$ cat src/cio_pkg.sv
// Purpose: Shared constants and carrier types for the configurable I/O ports
// Assumes: AXI4-Lite slave, 32-bit data, one register per aligned word
// Notes: Register indices are kept as printed; byte address is four times the index
// Behaviour
// - First port has four direction-selectable pins
// - Second and third ports have eight pins each
// - Input pin reads back sampled pad level
// - Output pin drives latch, reads back zero
// - Direction bit 0 input, 1 output; resets 0
// - Port 1/2 direction bit n controls pin n
// - First port bit 4 picks pull-up or pull-down
// - First port bits 3..0 enable pull per pin
// - First port pull off while driving low
// - Port 1/2 pull-up enables, off when driving low
// - First port open-drain bits, default push-pull
// - First port input falling edge (bit 4 clear) or rising edge (bit 4 set) raises port event
// - Alternate select puts pulse output on pin 3
package cio_pkg;

   // Register indices, byte address is index times four
   localparam logic [7:0] IDX_IO_FUNC = 8'hd0;
   localparam logic [7:0] IDX_P0_DATA = 8'hd2;
   localparam logic [7:0] IDX_P0_DIR = 8'hd3;
   localparam logic [7:0] IDX_P0_PULL = 8'hd4;
   localparam logic [7:0] IDX_P0_OD = 8'hd5;
   localparam logic [7:0] IDX_P1_DATA = 8'hd7;
   localparam logic [7:0] IDX_P1_DIR = 8'hd8;
   localparam logic [7:0] IDX_P1_PULLUP = 8'hd9;
   localparam logic [7:0] IDX_P1_OD = 8'hda;
   localparam logic [7:0] IDX_P2_DATA = 8'hdc;
   localparam logic [7:0] IDX_P2_DIR = 8'hdd;
   localparam logic [7:0] IDX_P2_PULLUP = 8'hde;
   localparam logic [7:0] IDX_P2_OD = 8'hdf;

   // Field positions
   localparam int PULL_TYPE_BIT = 4;
   localparam int ALT_SELECT_BIT = 0;
   localparam int ALT_PIN = 3;

   // Pin counts and flat pin numbering
   localparam int P0_PINS = 4;
   localparam int P1_PINS = 8;
   localparam int P2_PINS = 8;
   localparam int P1_BASE = P0_PINS;
   localparam int P2_BASE = P0_PINS + P1_PINS;
   localparam int ALL_PINS = P0_PINS + P1_PINS + P2_PINS;

   // Values after reset
   localparam logic [7:0] RST_BYTE = 8'h00;
   localparam logic [3:0] RST_NIBBLE = 4'h0;
   localparam logic [4:0] RST_P0_PULL = 5'h00;

   // AXI responses
   localparam logic [1:0] RESP_OKAY = 2'h0;
   localparam logic [1:0] RESP_SLVERR = 2'h2;

   // Settings one pin needs from the register file
   typedef struct packed {
      logic out_en;
      logic level;
      logic open_drain;
      logic pull_en;
      logic pull_down;
   } cio_pin_ctrl_type;

   // What one pin presents to its pad
   typedef struct packed {
      logic drive;
      logic oe_n;
      logic pull_up;
      logic pull_down;
   } cio_pin_pad_type;

endpackage

$ cat src/cio_pin_cell.sv
// Purpose: One pad cell: input synchroniser plus registered drive, enable and pulls
// Assumes: Control settings arrive on clk_i; pad input is asynchronous
// Notes: Outputs lag control changes by one clock
module cio_pin_cell
(
   input wire logic clk_i,
   input wire logic arst_n_i,
   input wire cio_pkg::cio_pin_ctrl_type ctrl_i,
   input wire logic pad_i,
   output cio_pkg::cio_pin_pad_type pad_o,
   output logic sync_o
);

   logic meta;
   cio_pkg::cio_pin_pad_type next_pad;

   // Two-stage synchroniser, first stage feeds only the second
   always_ff @(posedge clk_i or negedge arst_n_i)
   begin
      if (!arst_n_i)
      begin
         meta <= 1'b0;
         sync_o <= 1'b0;
      end
      else
      begin
         meta <= pad_i;
         sync_o <= meta;
      end
   end

   // Drive and pull decisions
   always_comb
   begin
      next_pad.drive = ctrl_i.out_en & ctrl_i.level;
      // Open drain only drives the low level, push-pull drives both
      next_pad.oe_n = ~(ctrl_i.out_en & (~ctrl_i.open_drain | ~ctrl_i.level));
      // Pull released while the pin outputs low
      next_pad.pull_up = ctrl_i.pull_en & ~ctrl_i.pull_down & ~(ctrl_i.out_en & ~ctrl_i.level);
      next_pad.pull_down = ctrl_i.pull_en & ctrl_i.pull_down & ~(ctrl_i.out_en & ~ctrl_i.level);
   end

   // Registered pad outputs, inputs and no pulls after reset
   always_ff @(posedge clk_i or negedge arst_n_i)
   begin
      if (!arst_n_i)
         pad_o <= '{drive: 1'b0, oe_n: 1'b1, pull_up: 1'b0, pull_down: 1'b0};
      else
         pad_o <= next_pad;
   end

endmodule // cio_pin_cell

$ cat src/cio_ports.sv
// Purpose: Three general-purpose I/O ports behind an AXI4-Lite slave
// Assumes: 100 MHz clk_i; pads asynchronous; pulse_out_i from logic on clk_i
// Notes: Write response two cycles after both halves taken; read data one cycle after address
//
// Design decision made here: register access over AXI4-Lite.
module cio_ports
#(
   parameter int ADDR_W = 10
)
(
   input wire logic clk_i,
   input wire logic arst_n_i,
   // AXI4-Lite write address
   input wire logic [ADDR_W-1:0] s_axi_awaddr_i,
   input wire logic [2:0] s_axi_awprot_i,
   input wire logic s_axi_awvalid_i,
   output logic s_axi_awready_o,
   // AXI4-Lite write data
   input wire logic [31:0] s_axi_wdata_i,
   input wire logic [3:0] s_axi_wstrb_i,
   input wire logic s_axi_wvalid_i,
   output logic s_axi_wready_o,
   // AXI4-Lite write response
   output logic [1:0] s_axi_bresp_o,
   output logic s_axi_bvalid_o,
   input wire logic s_axi_bready_i,
   // AXI4-Lite read
   input wire logic [ADDR_W-1:0] s_axi_araddr_i,
   input wire logic [2:0] s_axi_arprot_i,
   input wire logic s_axi_arvalid_i,
   output logic s_axi_arready_o,
   output logic [31:0] s_axi_rdata_o,
   output logic [1:0] s_axi_rresp_o,
   output logic s_axi_rvalid_o,
   input wire logic s_axi_rready_i,
   // Pulse-width signal offered as pin 3 alternate output
   input wire logic pulse_out_i,
   // First port pads
   input wire logic [3:0] p0_pad_i,
   output logic [3:0] p0_pad_o,
   output logic [3:0] p0_pad_oe_n_o,
   output logic [3:0] p0_pull_up_o,
   output logic [3:0] p0_pull_down_o,
   // Second port pads
   input wire logic [7:0] p1_pad_i,
   output logic [7:0] p1_pad_o,
   output logic [7:0] p1_pad_oe_n_o,
   output logic [7:0] p1_pull_up_o,
   // Third port pads
   input wire logic [7:0] p2_pad_i,
   output logic [7:0] p2_pad_o,
   output logic [7:0] p2_pad_oe_n_o,
   output logic [7:0] p2_pull_up_o,
   // First port edge event toward the interrupt controller
   output logic p0_edge_event_o
);

   localparam int N = cio_pkg::ALL_PINS;

   // Register file
   logic [3:0] first_port_output_latch;
   logic [3:0] first_port_direction;
   logic [4:0] first_port_pull_control;
   logic [3:0] first_port_open_drain;
   logic [7:0] second_port_output_latch;
   logic [7:0] second_port_direction;
   logic [7:0] second_port_pullup_enable;
   logic [7:0] second_port_open_drain;
   logic [7:0] third_port_output_latch;
   logic [7:0] third_port_direction;
   logic [7:0] third_port_pullup_enable;
   logic [7:0] third_port_open_drain;
   logic pulse_output_alternate_select;

   // Bus state
   logic aw_got;
   logic w_got;
   logic [7:0] aw_idx;
   logic [7:0] w_byte;
   logic w_lane0;
   logic do_write;
   logic [7:0] ar_idx;

   // Pin-level wiring
   cio_pkg::cio_pin_ctrl_type pin_ctrl [N];
   cio_pkg::cio_pin_pad_type pin_pad [N];
   logic [N-1:0] pad_in;
   logic [N-1:0] pad_sync;
   logic [N-1:0] all_dir;
   logic [N-1:0] all_latch;
   logic [N-1:0] all_od;
   logic [N-1:0] all_pull_en;
   logic [3:0] p0_prev;
   logic [3:0] p0_edges;

   // Whether a word index names a register of this block
   function automatic logic reg_hit(input logic [7:0] idx);
      case (idx)
         cio_pkg::IDX_IO_FUNC, cio_pkg::IDX_P0_DATA, cio_pkg::IDX_P0_DIR,
         cio_pkg::IDX_P0_PULL, cio_pkg::IDX_P0_OD, cio_pkg::IDX_P1_DATA,
         cio_pkg::IDX_P1_DIR, cio_pkg::IDX_P1_PULLUP, cio_pkg::IDX_P1_OD,
         cio_pkg::IDX_P2_DATA, cio_pkg::IDX_P2_DIR, cio_pkg::IDX_P2_PULLUP,
         cio_pkg::IDX_P2_OD:
            reg_hit = 1'b1;
         default:
            reg_hit = 1'b0;
      endcase
   endfunction

   // Write address channel, one write in flight
   always_ff @(posedge clk_i or negedge arst_n_i)
   begin
      if (!arst_n_i)
      begin
         s_axi_awready_o <= 1'b0;
         aw_got <= 1'b0;
         aw_idx <= cio_pkg::RST_BYTE;
      end
      else if (s_axi_awready_o && s_axi_awvalid_i)
      begin
         s_axi_awready_o <= 1'b0;
         aw_got <= 1'b1;
         aw_idx <= s_axi_awaddr_i[9:2];
      end
      else if (s_axi_bvalid_o && s_axi_bready_i)
      begin
         aw_got <= 1'b0;
         s_axi_awready_o <= 1'b1;
      end
      else if (!aw_got && !s_axi_bvalid_o)
         s_axi_awready_o <= 1'b1;
   end

   // Write data channel, only the low byte lane carries data
   always_ff @(posedge clk_i or negedge arst_n_i)
   begin
      if (!arst_n_i)
      begin
         s_axi_wready_o <= 1'b0;
         w_got <= 1'b0;
         w_byte <= cio_pkg::RST_BYTE;
         w_lane0 <= 1'b0;
      end
      else if (s_axi_wready_o && s_axi_wvalid_i)
      begin
         s_axi_wready_o <= 1'b0;
         w_got <= 1'b1;
         w_byte <= s_axi_wdata_i[7:0];
         w_lane0 <= s_axi_wstrb_i[0];
      end
      else if (s_axi_bvalid_o && s_axi_bready_i)
      begin
         w_got <= 1'b0;
         s_axi_wready_o <= 1'b1;
      end
      else if (!w_got && !s_axi_bvalid_o)
         s_axi_wready_o <= 1'b1;
   end

   // A write lands once, when both halves are held; a missing lane 0 strobe stores nothing
   assign do_write = aw_got && w_got && !s_axi_bvalid_o && w_lane0;

   // Write response
   always_ff @(posedge clk_i or negedge arst_n_i)
   begin
      if (!arst_n_i)
      begin
         s_axi_bvalid_o <= 1'b0;
         s_axi_bresp_o <= cio_pkg::RESP_OKAY;
      end
      else if (aw_got && w_got && !s_axi_bvalid_o)
      begin
         s_axi_bvalid_o <= 1'b1;
         s_axi_bresp_o <= reg_hit(aw_idx) ? cio_pkg::RESP_OKAY : cio_pkg::RESP_SLVERR;
      end
      else if (s_axi_bready_i)
         s_axi_bvalid_o <= 1'b0;
   end

   // First port registers; upper bits have no storage
   always_ff @(posedge clk_i or negedge arst_n_i)
   begin
      if (!arst_n_i)
      begin
         first_port_output_latch <= cio_pkg::RST_NIBBLE;
         first_port_direction <= cio_pkg::RST_NIBBLE;
         first_port_pull_control <= cio_pkg::RST_P0_PULL;
         first_port_open_drain <= cio_pkg::RST_NIBBLE;
         pulse_output_alternate_select <= 1'b0;
      end
      else if (do_write)
      begin
         case (aw_idx)
            cio_pkg::IDX_P0_DATA: first_port_output_latch <= w_byte[3:0];
            cio_pkg::IDX_P0_DIR: first_port_direction <= w_byte[3:0];
            cio_pkg::IDX_P0_PULL: first_port_pull_control <= w_byte[4:0];
            cio_pkg::IDX_P0_OD: first_port_open_drain <= w_byte[3:0];
            cio_pkg::IDX_IO_FUNC: pulse_output_alternate_select <= w_byte[cio_pkg::ALT_SELECT_BIT];
            default: ;
         endcase
      end
   end

   // Second and third port registers
   always_ff @(posedge clk_i or negedge arst_n_i)
   begin
      if (!arst_n_i)
      begin
         second_port_output_latch <= cio_pkg::RST_BYTE;
         second_port_direction <= cio_pkg::RST_BYTE;
         second_port_pullup_enable <= cio_pkg::RST_BYTE;
         second_port_open_drain <= cio_pkg::RST_BYTE;
         third_port_output_latch <= cio_pkg::RST_BYTE;
         third_port_direction <= cio_pkg::RST_BYTE;
         third_port_pullup_enable <= cio_pkg::RST_BYTE;
         third_port_open_drain <= cio_pkg::RST_BYTE;
      end
      else if (do_write)
      begin
         case (aw_idx)
            cio_pkg::IDX_P1_DATA: second_port_output_latch <= w_byte;
            cio_pkg::IDX_P1_DIR: second_port_direction <= w_byte;
            cio_pkg::IDX_P1_PULLUP: second_port_pullup_enable <= w_byte;
            cio_pkg::IDX_P1_OD: second_port_open_drain <= w_byte;
            cio_pkg::IDX_P2_DATA: third_port_output_latch <= w_byte;
            cio_pkg::IDX_P2_DIR: third_port_direction <= w_byte;
            cio_pkg::IDX_P2_PULLUP: third_port_pullup_enable <= w_byte;
            cio_pkg::IDX_P2_OD: third_port_open_drain <= w_byte;
            default: ;
         endcase
      end
   end

   // Read channel; output pins read as zero, direction and pull registers read zero
   always_ff @(posedge clk_i or negedge arst_n_i)
   begin
      if (!arst_n_i)
      begin
         s_axi_arready_o <= 1'b0;
         s_axi_rvalid_o <= 1'b0;
         s_axi_rdata_o <= 32'h0000_0000;
         s_axi_rresp_o <= cio_pkg::RESP_OKAY;
      end
      else if (s_axi_arready_o && s_axi_arvalid_i)
      begin
         s_axi_arready_o <= 1'b0;
         s_axi_rvalid_o <= 1'b1;
         s_axi_rresp_o <= reg_hit(ar_idx) ? cio_pkg::RESP_OKAY : cio_pkg::RESP_SLVERR;
         case (ar_idx)
            cio_pkg::IDX_P0_DATA:
               s_axi_rdata_o <= {28'h000_0000, pad_sync[3:0] & ~first_port_direction};
            cio_pkg::IDX_P1_DATA:
               s_axi_rdata_o <= {24'h00_0000, pad_sync[11:4] & ~second_port_direction};
            cio_pkg::IDX_P2_DATA:
               s_axi_rdata_o <= {24'h00_0000, pad_sync[19:12] & ~third_port_direction};
            cio_pkg::IDX_IO_FUNC:
               s_axi_rdata_o <= {31'h0000_0000, pulse_output_alternate_select};
            default:
               s_axi_rdata_o <= 32'h0000_0000;
         endcase
      end
      else if (s_axi_rvalid_o && s_axi_rready_i)
      begin
         s_axi_rvalid_o <= 1'b0;
         s_axi_arready_o <= 1'b1;
      end
      else if (!s_axi_rvalid_o)
         s_axi_arready_o <= 1'b1;
   end

   assign ar_idx = s_axi_araddr_i[9:2];

   // Flatten per-port settings into one pin numbering
   assign all_dir = {third_port_direction, second_port_direction, first_port_direction};
   assign all_latch = {third_port_output_latch, second_port_output_latch, first_port_output_latch};
   assign all_od = {third_port_open_drain, second_port_open_drain, first_port_open_drain};
   assign all_pull_en = {third_port_pullup_enable, second_port_pullup_enable, first_port_pull_control[3:0]};
   assign pad_in = {p2_pad_i, p1_pad_i, p0_pad_i};

   // One pad cell per pin
   genvar g;
   generate
      for (g = 0; g < N; g++)
      begin : g_pin
         always_comb
         begin
            pin_ctrl[g].out_en = all_dir[g];
            // Alternate output replaces the latch on pin 3 whenever the alternate select bit is set
            if (g == cio_pkg::ALT_PIN && pulse_output_alternate_select)
               pin_ctrl[g].level = pulse_out_i;
            else
               pin_ctrl[g].level = all_latch[g];
            pin_ctrl[g].open_drain = all_od[g];
            pin_ctrl[g].pull_en = all_pull_en[g];
            // Pull-down exists only on the first port
            pin_ctrl[g].pull_down = (g < cio_pkg::P0_PINS) ?
               first_port_pull_control[cio_pkg::PULL_TYPE_BIT] : 1'b0;
         end

         cio_pin_cell u_cell
         (
            .clk_i(clk_i),
            .arst_n_i(arst_n_i),
            .ctrl_i(pin_ctrl[g]),
            .pad_i(pad_in[g]),
            .pad_o(pin_pad[g]),
            .sync_o(pad_sync[g])
         );

         // Route cell outputs to the port pins
         if (g < cio_pkg::P1_BASE)
         begin : g_p0
            assign p0_pad_o[g] = pin_pad[g].drive;
            assign p0_pad_oe_n_o[g] = pin_pad[g].oe_n;
            assign p0_pull_up_o[g] = pin_pad[g].pull_up;
            assign p0_pull_down_o[g] = pin_pad[g].pull_down;
         end
         else if (g < cio_pkg::P2_BASE)
         begin : g_p1
            assign p1_pad_o[g-cio_pkg::P1_BASE] = pin_pad[g].drive;
            assign p1_pad_oe_n_o[g-cio_pkg::P1_BASE] = pin_pad[g].oe_n;
            assign p1_pull_up_o[g-cio_pkg::P1_BASE] = pin_pad[g].pull_up;
         end
         else
         begin : g_p2
            assign p2_pad_o[g-cio_pkg::P2_BASE] = pin_pad[g].drive;
            assign p2_pad_oe_n_o[g-cio_pkg::P2_BASE] = pin_pad[g].oe_n;
            assign p2_pull_up_o[g-cio_pkg::P2_BASE] = pin_pad[g].pull_up;
         end
      end
   endgenerate

   // Edge direction follows the pull type: falling with pull-up, rising with pull-down
   assign p0_edges = first_port_pull_control[cio_pkg::PULL_TYPE_BIT] ?
      (pad_sync[3:0] & ~p0_prev) : (~pad_sync[3:0] & p0_prev);

   // Port event pulse, input pins only
   always_ff @(posedge clk_i or negedge arst_n_i)
   begin
      if (!arst_n_i)
      begin
         p0_prev <= cio_pkg::RST_NIBBLE;
         p0_edge_event_o <= 1'b0;
      end
      else
      begin
         p0_prev <= pad_sync[3:0];
         p0_edge_event_o <= |(p0_edges & ~first_port_direction);
      end
   end

endmodule // cio_ports
$ cat config.mk
export PLATFORM = sky130hd
export DESIGN_NAME = cio_ports
export DESIGN_NICKNAME = d
export VERILOG_FILES = /design/src/cio_pkg.sv /design/src/cio_pin_cell.sv /design/src/cio_ports.sv
export SDC_FILE = /design/constraint.sdc
export NUM_CORES = 1
export LEC_CHECK = 0
export BUFFER_PORTS_ARGS = -buffer_cell sky130_fd_sc_hd__buf_2
export CAP_MARGIN = 5
export CELL_PAD_IN_SITES_DETAIL_PLACEMENT = 0
export CELL_PAD_IN_SITES_GLOBAL_PLACEMENT = 2
export CORE_MARGIN = 4
export CORE_UTILIZATION = 32
export DETAILED_ROUTE_END_ITERATION = 6
export PLACE_DENSITY_LB_ADDON = 0.1
export SETUP_SLACK_MARGIN = 0.05
export SYNTH_ARGS = -nofsm -noshare
export SYNTH_HDL_FRONTEND = slang
export SYNTH_SLANG_ARGS = --single-unit
$ cat constraint.sdc
create_clock -name clk_i -period 1.9 [get_ports clk_i]
set_input_delay 0.285 -clock clk_i [delete_from_list [all_inputs] [get_ports clk_i]]
set_output_delay 0.285 -clock clk_i [all_outputs]
set_load 0.005 [all_outputs]
==> metrics.cfg, run 1 <==
[outcome]
status=finished, final reports clean

[synth]
yosysWarnings=0
netlist_area_sq_mm=0.00833
ys_seq_elements=225
synth-edff-count=0
netlist_instances=592
yosysSeqAreaShare=0.679
syn_avg_cell_area_sq_um=14.1
synth_top_area_cell=dfrtp_1
synth_top_area_frac=0.616
ys_top_cells_by_area=dfrtp_1 (62%), mux2_2 (12%), dfstp_2 (6.3%)
yosysMostFrequentCell=dfrtp_1
synthArstFlopShare=1.00
ys_types=50
synth.top_cells.by_count=dfrtp_1 (205), mux2_2 (92), nand2_1 (52)
synth_flop_cell=dfrtp_1

[drt]
dr.pass1.iters=4
drc=0
vias_per_cell=4.33
dr.first_iter.drc_count=208
vias=4993
ant_nets=0
routedWlPerCell_microns=16.5
drt-total-wl_microns=19100

[clock_tree]
cts_buffers=26
cts_htree_levels=1
cts-root-buf=clkbuf_16
clockBufferDepth=3
cts.clk_slew.worst_paths_ps=60
cts_tree=done
cts_sinks=225
insertion_delay_ps=510

[setup_path]
crit_arrival_ps=2210
crit_fanout=4
cpPeakStageDelay_ps=560
crit_type=register to register
startpoint_type=register
cp-end-kind=register
crit_chain=or4_4 > or4_1 > mux2_2
cp_top_family=simple AND/OR/NAND/NOR gates
cp.required_ps=2290
cp_num_buf_inv=0
slowest_stage=or4_4

[timing]
tightest_slew_ps=542
hold_ws_ps=30.9
slew_headroom=0.639
timing.final.crit_share=0.959
finClkSkew_ps=9.10
fmax_ghz=0.549
period_needed_ps=1820
hold_viol=0
setup_viol=0
tns_ps=0
drv_slew=0
rsz0062_at_grt=true

[floorplan]
core-area_sq_mm=0.0254
start_util=0.328
die_h_microns=169
die_width_microns=169
num_rows=58
die_area_sq_mm=0.0287
io_pins=196

[power_and_ir_drop]
p_sw_uw=3240
p_int_uw=9240
combPwrFrac=0.122
p_per_area_mw_per_mm2=1150
p_total_uw=12500
p_seq_frac=0.495
p_sw_frac=0.259
peakVddDrop_mv=0.696
power.leakage_uw=0.00522
clockPowerShare=0.383

[run]
drv_cap=0

[global_route]
overflow=0
grt_pass1_wl_microns=30200
grt_pass1_vias=5311
track_usage=0.134
grt_max_degree=62
antenna_found_initial=1

[placement]
place.gp.congestion=0.741
dp_hpwl_microns=13300
portBuffers=132

[layout]
drive_above_1_share=0.414
nets=894
area_growth_syn_to_layout_pct=30.2
utilization=0.427
n_antenna_cell=0

[worst_hold_path]
min_path_type=input pin to register

[metal layers]
metal	up-vias	GRT usage	wire length (microns)
li1	2387	-	-
met1	2457	0.194	9070
met2	123	0.210	8670
met3	24	0.0254	1060
met4	2	0.0329	268
met5	-	0	7
[kinds of logic after synthesis]
family                 after synthesis  synth area share
other                                1          0.000450
buffers and inverters               67            0.0431
DFF                                225             0.679
AOI/OAI and AO/OA                   58            0.0512
and+or+nand+nor                    144            0.0936
muxes                               97             0.133
[sequential cells by signal, indices dropped and copies added (netlist names), 4 cells and up]
name and cells:
g_pin.u_cell.meta 20, first_port_open_drain 4, third_port_direction 8, s_axi_rdata_o 8, w_byte 8, second_port_output_latch 8
third_port_open_drain 8, first_port_pull_control 5, second_port_direction 8, aw_idx 8, third_port_pullup_enable 8, g_pin.u_cell.pad_o 64
second_port_pullup_enable 8, p0_prev 4, third_port_output_latch 8, first_port_direction 4, second_port_open_drain 8, first_port_output_latch 4
g_pin.u_cell.sync_o 20
[placed cells by master (no fill, tap or decap), types with 5 or more instances in the layout]
cell type / n
buf_2: 131
conb_1: 26
a22o_1: 8
a21boi_0: 16
inv_1: 28
o21ai_0: 10
nand2_1: 52
o32ai_1: 5
buf_4: 19
clkbuf_8: 9
nor2_1: 16
dlygate4sd3_1: 37
mux2_2: 92
nand2b_1: 13
nor2_2: 5
clkbuf_1: 7
dfstp_2: 20
and2_1: 20
dfrtp_1: 204
buf_12: 9
clkbuf_16: 27
[per-stage QoR]
stage | cell area (sq um) | worst slack (ps) | std cells
floorplan | 8430 | 36.8 | 617
CTS | 10800 | 54.5 | 1152
finish | 10800 | 78.3 | 1153
global route | 10800 | -8.35 | 1153
global placement | 9580 | -0.413 | 1067
detailed placement | 9580 | 1.21 | 1067
[final timing paths]
kind                            slack (ps)  depth (start not counted)                                        end                             from
worst min-delay path                    30                          2                      w_byte[4]$_DFFE_PN0P_                 s_axi_wdata_i[4]
worst max register to register          80                          3  pulse_output_alternate_select$_DFFE_PN0P_            aw_idx[1]$_DFFE_PN0P_
min in group asynchronous              330                          2         g_pin[1].u_cell.pad_o[0]$_DFF_PN0_                         arst_n_i
max in group asynchronous              870                          3         g_pin[9].u_cell.pad_o[2]$_DFF_PN1_                         arst_n_i
worst min register to register         350                          0          g_pin[17].u_cell.sync_o$_DFF_PN0_  g_pin[17].u_cell.meta$_DFF_PN0_
worst max-delay path                    80                          3  pulse_output_alternate_select$_DFFE_PN0P_            aw_idx[1]$_DFFE_PN0P_
[cell type report]
cell class | count | area [sq um]
Fill cell | 2391 | 14600
Inverter | 28 | 105
Tap cell | 330 | 413
Clock buffer | 43 | 826
Clock inverter | 4 | 27.5
Sequential cell | 225 | 5660
Timing Repair Buffer | 198 | 1380
Multi-Input combinational cell | 325 | 2440
[what timing repair did]
action	CTS	global route
gates resized for setup	1	6
hold buffers	37	0
setup endpoints to repair	12	58
hold endpoints to repair	86	0
buffers inserted	1	1
[power by group through the flow]
| stage | registers, uW | clock network, uW | logic [uW] |
|---|---|---|---|
| floorplan | 5890 | 0 | 997 |
| global placement | 6230 | 0 | 1450 |
| detailed placement | 6260 | 0 | 1470 |
| CTS | 6180 | 4960 | 1550 |
| global route | 6300 | 5170 | 1720 |
| finish | 6180 | 4780 | 1530 |
No activity file was read; power rests on OpenSTA's default activity.
==> inputs of run 2 (changes only) <==
PLACE_DENSITY = 0.77   (was not set)
PLACE_DENSITY_LB_ADDON = not set   (was 0.1)
==> run 2 against run 1 <==
  * Via count is 0.30% higher
  * Hold slack got worse by 11 ps
  * Wire length fell by 3.0%
  * Clock-buffer cell count fell by 7
  * Final cell count down 0.52%
  * Sequential power decreased by 0.8%
  * Clock skew rose by 9.3 ps
  * Register-to-register slack about the same
  * Non-clock buffer count down 4
  * Utilization decreased by 0.47 points
  * Critical path depth is 2 higher
  * Final area is 1.1% lower
==> metrics.cfg, run 2 (same netlist as run 1, synthesis figures left out) <==
[floorplan]
num_rows=58  ; unchanged
core-area_sq_mm=0.0254  ; unchanged
start_util=0.328  ; unchanged
io_pins=196  ; unchanged
die_width_microns=169  ; unchanged
die_h_microns=169  ; unchanged
die_area_sq_mm=0.0287  ; unchanged

[timing]
timing.final.crit_share=0.960  ; was 0.959
hold_viol=0  ; unchanged
period_needed_ps=1820  ; about the same
setup_viol=0  ; unchanged
fmax_ghz=0.549  ; about the same
slew_headroom=0.593  ; was 0.639
setup_ws_ps=76.9  ; was 78.3 ps
drv_slew=0  ; unchanged
rsz0062_at_grt=true  ; unchanged
finClkSkew_ps=18.4  ; was 9.10 ps
tightest_slew_ps=610  ; was 542 ps
tns_ps=0  ; unchanged

[drt]
routedWlPerCell_microns=16.1  ; was 16.5 microns
ant_nets=0  ; unchanged
drc=0  ; unchanged
drt-total-wl_microns=18500  ; was 19100 microns
dr.pass1.iters=4  ; unchanged
vias_per_cell=4.37  ; was 4.33
dr.first_iter.drc_count=265  ; was 208
vias=5008  ; was 4993

[setup_path]
crit_chain=buf_6 > nand2b_4 > or3_4 > or4_4 > mux2_4  ; was or4_4 > or4_1 > mux2_2
crit_type=register to register  ; unchanged
cp_top_family=simple AND/OR/NAND/NOR gates  ; unchanged
cp_num_buf_inv=1  ; was 0
slowest_stage=or4_4  ; unchanged
cp-end-kind=register  ; unchanged
crit_fanout=4  ; unchanged
crit_arrival_ps=2210  ; about the same
cp.required_ps=2290  ; about the same
startpoint_type=register  ; unchanged
cpPeakStageDelay_ps=490  ; was 560 ps

[placement]
place.gp.congestion=0.727  ; was 0.741
portBuffers=132  ; unchanged
dp_hpwl_microns=12900  ; was 13300 microns
placed_area_sq_mm=0.00960  ; was 0.00958 sq mm
pre_cts_slack_ps=9.52  ; was 1.21 ps

[power_and_ir_drop]
p_sw_frac=0.267  ; was 0.259
p_per_area_mw_per_mm2=1140  ; was 1150 mW/mm^2
p_int_uw=8970  ; was 9240 uW
power.leakage_uw=0.00518  ; was 0.00522 uW
p_sw_uw=3270  ; was 3240 uW
clockPowerShare=0.367  ; was 0.383
peakVddDrop_mv=0.783  ; was 0.696 mV
p_seq_frac=0.501  ; was 0.495
combPwrFrac=0.132  ; was 0.122

[clock_tree]
cts_buffers=25  ; was 26
cts-root-buf=clkbuf_16  ; unchanged
insertion_delay_ps=510  ; about the same
cts_htree_levels=1  ; unchanged
cts_sinks=225  ; unchanged
cts.clk_slew.worst_paths_ps=60  ; about the same
clockBufferDepth=3  ; unchanged
cts_tree=done  ; unchanged

[worst_hold_path]
min_path_type=input pin to register  ; unchanged

[global_route]
grt_pass1_wl_microns=29400  ; was 30200 microns
grtUsageMet3=0.0198  ; was 0.0254
track_usage=0.129  ; was 0.134
antenna_found_initial=0  ; was 1
grt_pass1_vias=5173  ; was 5311
overflow=0  ; unchanged
top_usage_layer=met2  ; unchanged
grt_max_degree=61  ; was 62
grtUsageMet1=0.185  ; was 0.194
grt_use_met2=0.209  ; was 0.210

[layout]
largest_reg_flops=64  ; unchanged
layout_common_cells=dfrtp_1 (205), buf_2 (131), mux2_2 (92), nand2_1 (52)  ; was dfrtp_1 (204), buf_2 (131), mux2_2 (92), nand2_1 (52), dlygate4sd3_1 (37)
finish.instance_area_sq_mm=0.0107  ; was 0.0108 sq mm
regMostFlops=g_pin.u_cell.pad_o  ; unchanged
final_common_cell=dfrtp_1  ; unchanged
n_antenna_cell=0  ; unchanged
area_growth_syn_to_layout_pct=28.7  ; was 30.2%
drive_above_1_share=0.421  ; was 0.414
nets=889  ; was 894
largestRegisters=g_pin.u_cell.pad_o (64), g_pin.u_cell.meta (20), g_pin.u_cell.sync_o (20)  ; unchanged

[run]
drv_cap=0  ; unchanged

[outcome]
status=finished, final reports clean  ; unchanged

-- run 2: path summary, 6_finish.rpt --
path                       slack, ps                       startpoint                                      to  depth (start not counted)
setup / recovery                  80            aw_idx[1]$_DFFE_PN0P_  first_port_output_latch[3]$_DFFE_PN0P_                          5
setup reg to reg                  80            aw_idx[1]$_DFFE_PN0P_  first_port_output_latch[3]$_DFFE_PN0P_                          5
hold / removal                    20                s_axi_awaddr_i[7]                   aw_idx[5]$_DFFE_PN0P_                          2
hold reg to reg                  340  g_pin[15].u_cell.meta$_DFF_PN0_       g_pin[15].u_cell.sync_o$_DFF_PN0_                          0
min in group asynchronous        300                         arst_n_i             s_axi_awready_o$_DFFE_PN0P_                          2
max in group asynchronous        910                         arst_n_i      g_pin[3].u_cell.pad_o[2]$_DFF_PN1_                          3
-- run 2: cell type report --
cell class / instances / area, sq um
clock buffer: 36 / 717
clock inverter: 9 / 60.1
tap: 330 / 413
sequential: 225 / 5660
fill: 2426 / 14700
multi-input combinational: 325 / 2450
timing repair buffer: 194 / 1330
inverter: 28 / 105
-- run 2: what timing repair did --
action | CTS | global route
hold buffers | 28 | 0
setup buffers | 0 | 4
gates resized for setup | 2 | 8
setup endpoints to repair | 8 | 21
hold endpoints to repair | 77 | 0
pin swaps | 0 | 1
-- run 2: power by group through the flow --
stage          sequential [uW]  combinational (uW)  clock, uW
2_1_floorplan             5890                 997          0
3_3_place_gp              6210                1520          0
3_5_place_dp              6230                1550          0
4_1_cts                   6150                1600       4650
5_1_grt                   6270                1820       4870
6_report                  6130                1610       4500
-- run 2: per-stage QoR --
step / total power [uW] / hold slack, ps / std cells / utilization
3_5_place_dp: 7770 / 259 / 1070 / 0.378
2_1_floorplan: 6880 / -10.6 / 617 / -
6_report: 12200 / 20.3 / 1147 / 0.422
5_1_grt: 13000 / 2.41 / 1147 / 0.422
4_1_cts: 12400 / 1.24 / 1143 / 0.420
3_3_place_gp: 7740 / 259 / 1070 / 0.378
-- run 2: per-layer routing --
metal,vias to the layer above,routed length [microns]
met1,2481,8790
met3,25,883
met4,0,289
li1,2386,-
met5,-,0
met2,116,8540
==> inputs of run 3 (changes only) <==
==> constraint.sdc (replaced) <==
create_clock -name clk_i -period 1.9 [get_ports clk_i]
set_input_delay 0.38 -clock clk_i [delete_from_list [all_inputs] [get_ports clk_i]]
set_output_delay 0.38 -clock clk_i [all_outputs]
set_load 0.005 [all_outputs]
==> run 3 against run 2 <==
  * Combinational power shrank 3%
  * Clock skew is 4.3 ps higher
  * Wire length rose by 0.42%
  * Hold slack better by 65 ps
  * Sequential power hardly changed
  * Utilization up 0.35 points
  * Non-clock buffer count fell by 8
  * Global-route usage up 0.20 points
  * Critical path type unchanged
  * Critical endpoint is now pulse_output_alternate_select$_DFFE_PN0P_
==> metrics.cfg, run 3 (same netlist as run 1, synthesis figures left out) <==
[power_and_ir_drop]
power.leakage_uw=0.00523  ; was 0.00518 uW
p_sw_frac=0.255  ; was 0.267
p_seq_frac=0.476  ; was 0.501
combPwrFrac=0.121  ; was 0.132
peakVddDrop_mv=0.631  ; was 0.783 mV
clockPowerShare=0.404  ; was 0.367
p_int_uw=9640  ; was 8970 uW
p_sw_uw=3310  ; was 3270 uW
p_total_uw=13000  ; was 12200 uW
p_per_area_mw_per_mm2=1200  ; was 1140 mW/mm^2

[global_route]
grtUsageMet3=0.0210  ; was 0.0198
top_usage_layer=met2  ; unchanged
overflow=0  ; unchanged
grt_use_met2=0.212  ; was 0.209
antenna_found_initial=1  ; was 0
grt_pass1_wl_microns=29700  ; was 29400 microns
track_usage=0.131  ; was 0.129
grtUsageMet1=0.188  ; was 0.185
grt_max_degree=59  ; was 61
grt_pass1_vias=5216  ; was 5173

[clock_tree]
cts_htree_levels=1  ; unchanged
cts-root-buf=clkbuf_16  ; unchanged
cts_buffers=26  ; was 25
insertion_delay_ps=520  ; was 510 ps
cts_sinks=225  ; unchanged
cts_tree=done  ; unchanged
cts.clk_slew.worst_paths_ps=60  ; about the same
clockBufferDepth=3  ; unchanged

[timing]
finClkSkew_ps=22.7  ; was 18.4 ps
period_needed_ps=1830  ; was 1820 ps
hold_viol=0  ; unchanged
drv_slew=0  ; unchanged
timing.final.crit_share=0.965  ; was 0.960
slew_headroom=0.614  ; was 0.593
setup_viol=0  ; unchanged
fmax_ghz=0.545  ; was 0.549 GHz
tightest_slew_ps=579  ; was 610 ps
rsz0062_at_grt=true  ; unchanged
setup_ws_ps=66.6  ; was 76.9 ps
hold_ws_ps=85.3  ; was 20.3 ps

[drt]
vias_per_cell=4.38  ; was 4.37
drc=0  ; unchanged
dr.first_iter.drc_count=291  ; was 265
ant_nets=0  ; unchanged
drt-total-wl_microns=18600  ; was 18500 microns
routedWlPerCell_microns=16.3  ; was 16.1 microns
dr.pass1.iters=5  ; was 4
vias=4993  ; was 5008

[layout]
finish.instance_area_sq_mm=0.0108  ; was 0.0107 sq mm
area_growth_syn_to_layout_pct=29.8  ; was 28.7%
seqCellArea_sq_mm=0.00566  ; unchanged
layout_common_cells=dfrtp_1 (205), buf_2 (131), mux2_2 (92), nand2_1 (52), inv_1 (28)  ; was dfrtp_1 (205), buf_2 (131), mux2_2 (92), nand2_1 (52)
fin_cells=1141  ; was 1147
final_common_cell=dfrtp_1  ; unchanged
nets=882  ; was 889
fillers=2385  ; was 2426
multiInputGateArea_sq_mm=0.00245  ; about the same
largest_reg_flops=64  ; unchanged
largestRegisters=g_pin.u_cell.pad_o (64), g_pin.u_cell.meta (20), g_pin.u_cell.sync_o (20)  ; unchanged
n_antenna_cell=0  ; unchanged
regMostFlops=g_pin.u_cell.pad_o  ; unchanged
drive_above_1_share=0.429  ; was 0.421

[setup_path]
slowest_stage=or4_4  ; unchanged
cp.required_ps=2290  ; about the same
rrSetupSlack_ps=70  ; was 80 ps
rr_startpoint=s_axi_bvalid_o$_DFFE_PN0P_  ; was aw_idx[1]$_DFFE_PN0P_
critPathCapture=pulse_output_alternate_select$_DFFE_PN0P_  ; was first_port_output_latch[3]$_DFFE_PN0P_
rr_worst_depth=3  ; was 5
r2r_end=pulse_output_alternate_select$_DFFE_PN0P_  ; was first_port_output_latch[3]$_DFFE_PN0P_
crit_fanout=4  ; unchanged
crit_type=register to register  ; unchanged
crit_chain=or4_4 > or4_4 > mux2_2  ; was buf_6 > nand2b_4 > or3_4 > or4_4 > mux2_4
startpoint_type=register  ; unchanged
crit_arrival_ps=2220  ; was 2210 ps
cpPeakStageDelay_ps=600  ; was 490 ps
cp-end-kind=register  ; unchanged
crit_top_cell=or4_4
crit_start=s_axi_bvalid_o$_DFFE_PN0P_  ; was aw_idx[1]$_DFFE_PN0P_

[placement]
place_inst=1071  ; was 1070
portBuffers=132  ; unchanged
place.gp.congestion=0.748  ; was 0.727
pre_cts_slack_ps=-22.5  ; was 9.52 ps
dp_hpwl_microns=13100  ; was 12900 microns
placed_area_sq_mm=0.00961  ; was 0.00960 sq mm

[floorplan]
start_util=0.328  ; unchanged
die_width_microns=169  ; unchanged
die_h_microns=169  ; unchanged
core-area_sq_mm=0.0254  ; unchanged
num_rows=58  ; unchanged
die_area_sq_mm=0.0287  ; unchanged
io_pins=196  ; unchanged

[run]
drv_cap=0  ; unchanged

[worst_hold_path]
min_path_cells=2  ; unchanged
min_path_type=input pin to register  ; unchanged

[outcome]
status=finished, final reports clean  ; unchanged

[run 3: cell types whose count changed in the layout (fill, tap and decap cells not counted), sizes merged]
cell | previous run | this run
buf | 166 | 165
bufinv | 0 | 4
clkbuf | 36 | 37
clkinv | 5 | 4
clkinvlp | 2 | 1
dlygate4sd3 | 28 | 21
inv | 30 | 29
[run 3: through the flow]
stage,TNS [ps],util
6_report,0,0.426
5_1_grt,0,0.426
4_1_cts,0,0.424
3_5_place_dp,-110,0.378
3_3_place_gp,0,0.378
2_1_floorplan,0,-
[run 3: what timing repair did]
item	CTS	global route
resized for setup	3	10
hold buffers	21	0
buffers inserted	1	1
hold endpoints to repair	66	0
setup endpoints to repair	12	39
[run 3: area by class of cell]
class                      count  area share
timing repair buffer         186       0.116
multi-input combinational    325       0.227
clock inverter                10      0.0155
inverter                      28     0.00972
sequential                   225       0.523
tap                          330      0.0382
clock buffer                  37      0.0705
[run 3: layer usage]
metal	up-vias	wire [microns]
li1	2367	-
met1	2467	8640
met2	129	8660
met3	28	966
met4	2	301
met5	-	7
[run 3: worst max-delay path: cells and delay by family (launching register included)]
| family | cells | cell delay, ps |
|---|---|---|
| muxes | 1 | 280 |
| and+or+nand+nor | 2 | 1030 |
| DFF | 1 | 400 |
[run 3: power by group through the flow]
stage | logic, uW | clock network (uW) | registers [uW]
floorplan | 997 | 0 | 5890
global placement | 1500 | 0 | 6230
detailed placement | 1530 | 0 | 6250
CTS | 1580 | 5380 | 6170
global route | 1760 | 5600 | 6300
finish | 1560 | 5230 | 6160
[run 3: worst min-delay path by stage]
stage | from | slack (ps) | end
final | s_axi_wdata_i[6] | 90 | w_byte[6]$_DFFE_PN0P_
after global routing | s_axi_wdata_i[0] | 60 | w_byte[0]$_DFFE_PN0P_
after CTS | s_axi_wdata_i[6] | 60 | w_byte[6]$_DFFE_PN0P_
after detailed placement | g_pin[0].u_cell.meta$_DFF_PN0_ | 330 | g_pin[0].u_cell.sync_o$_DFF_PN0_
after global placement | g_pin[8].u_cell.meta$_DFF_PN0_ | 330 | g_pin[8].u_cell.sync_o$_DFF_PN0_
after floorplan | arst_n_i | 80 | aw_got$_DFFE_PN0P_
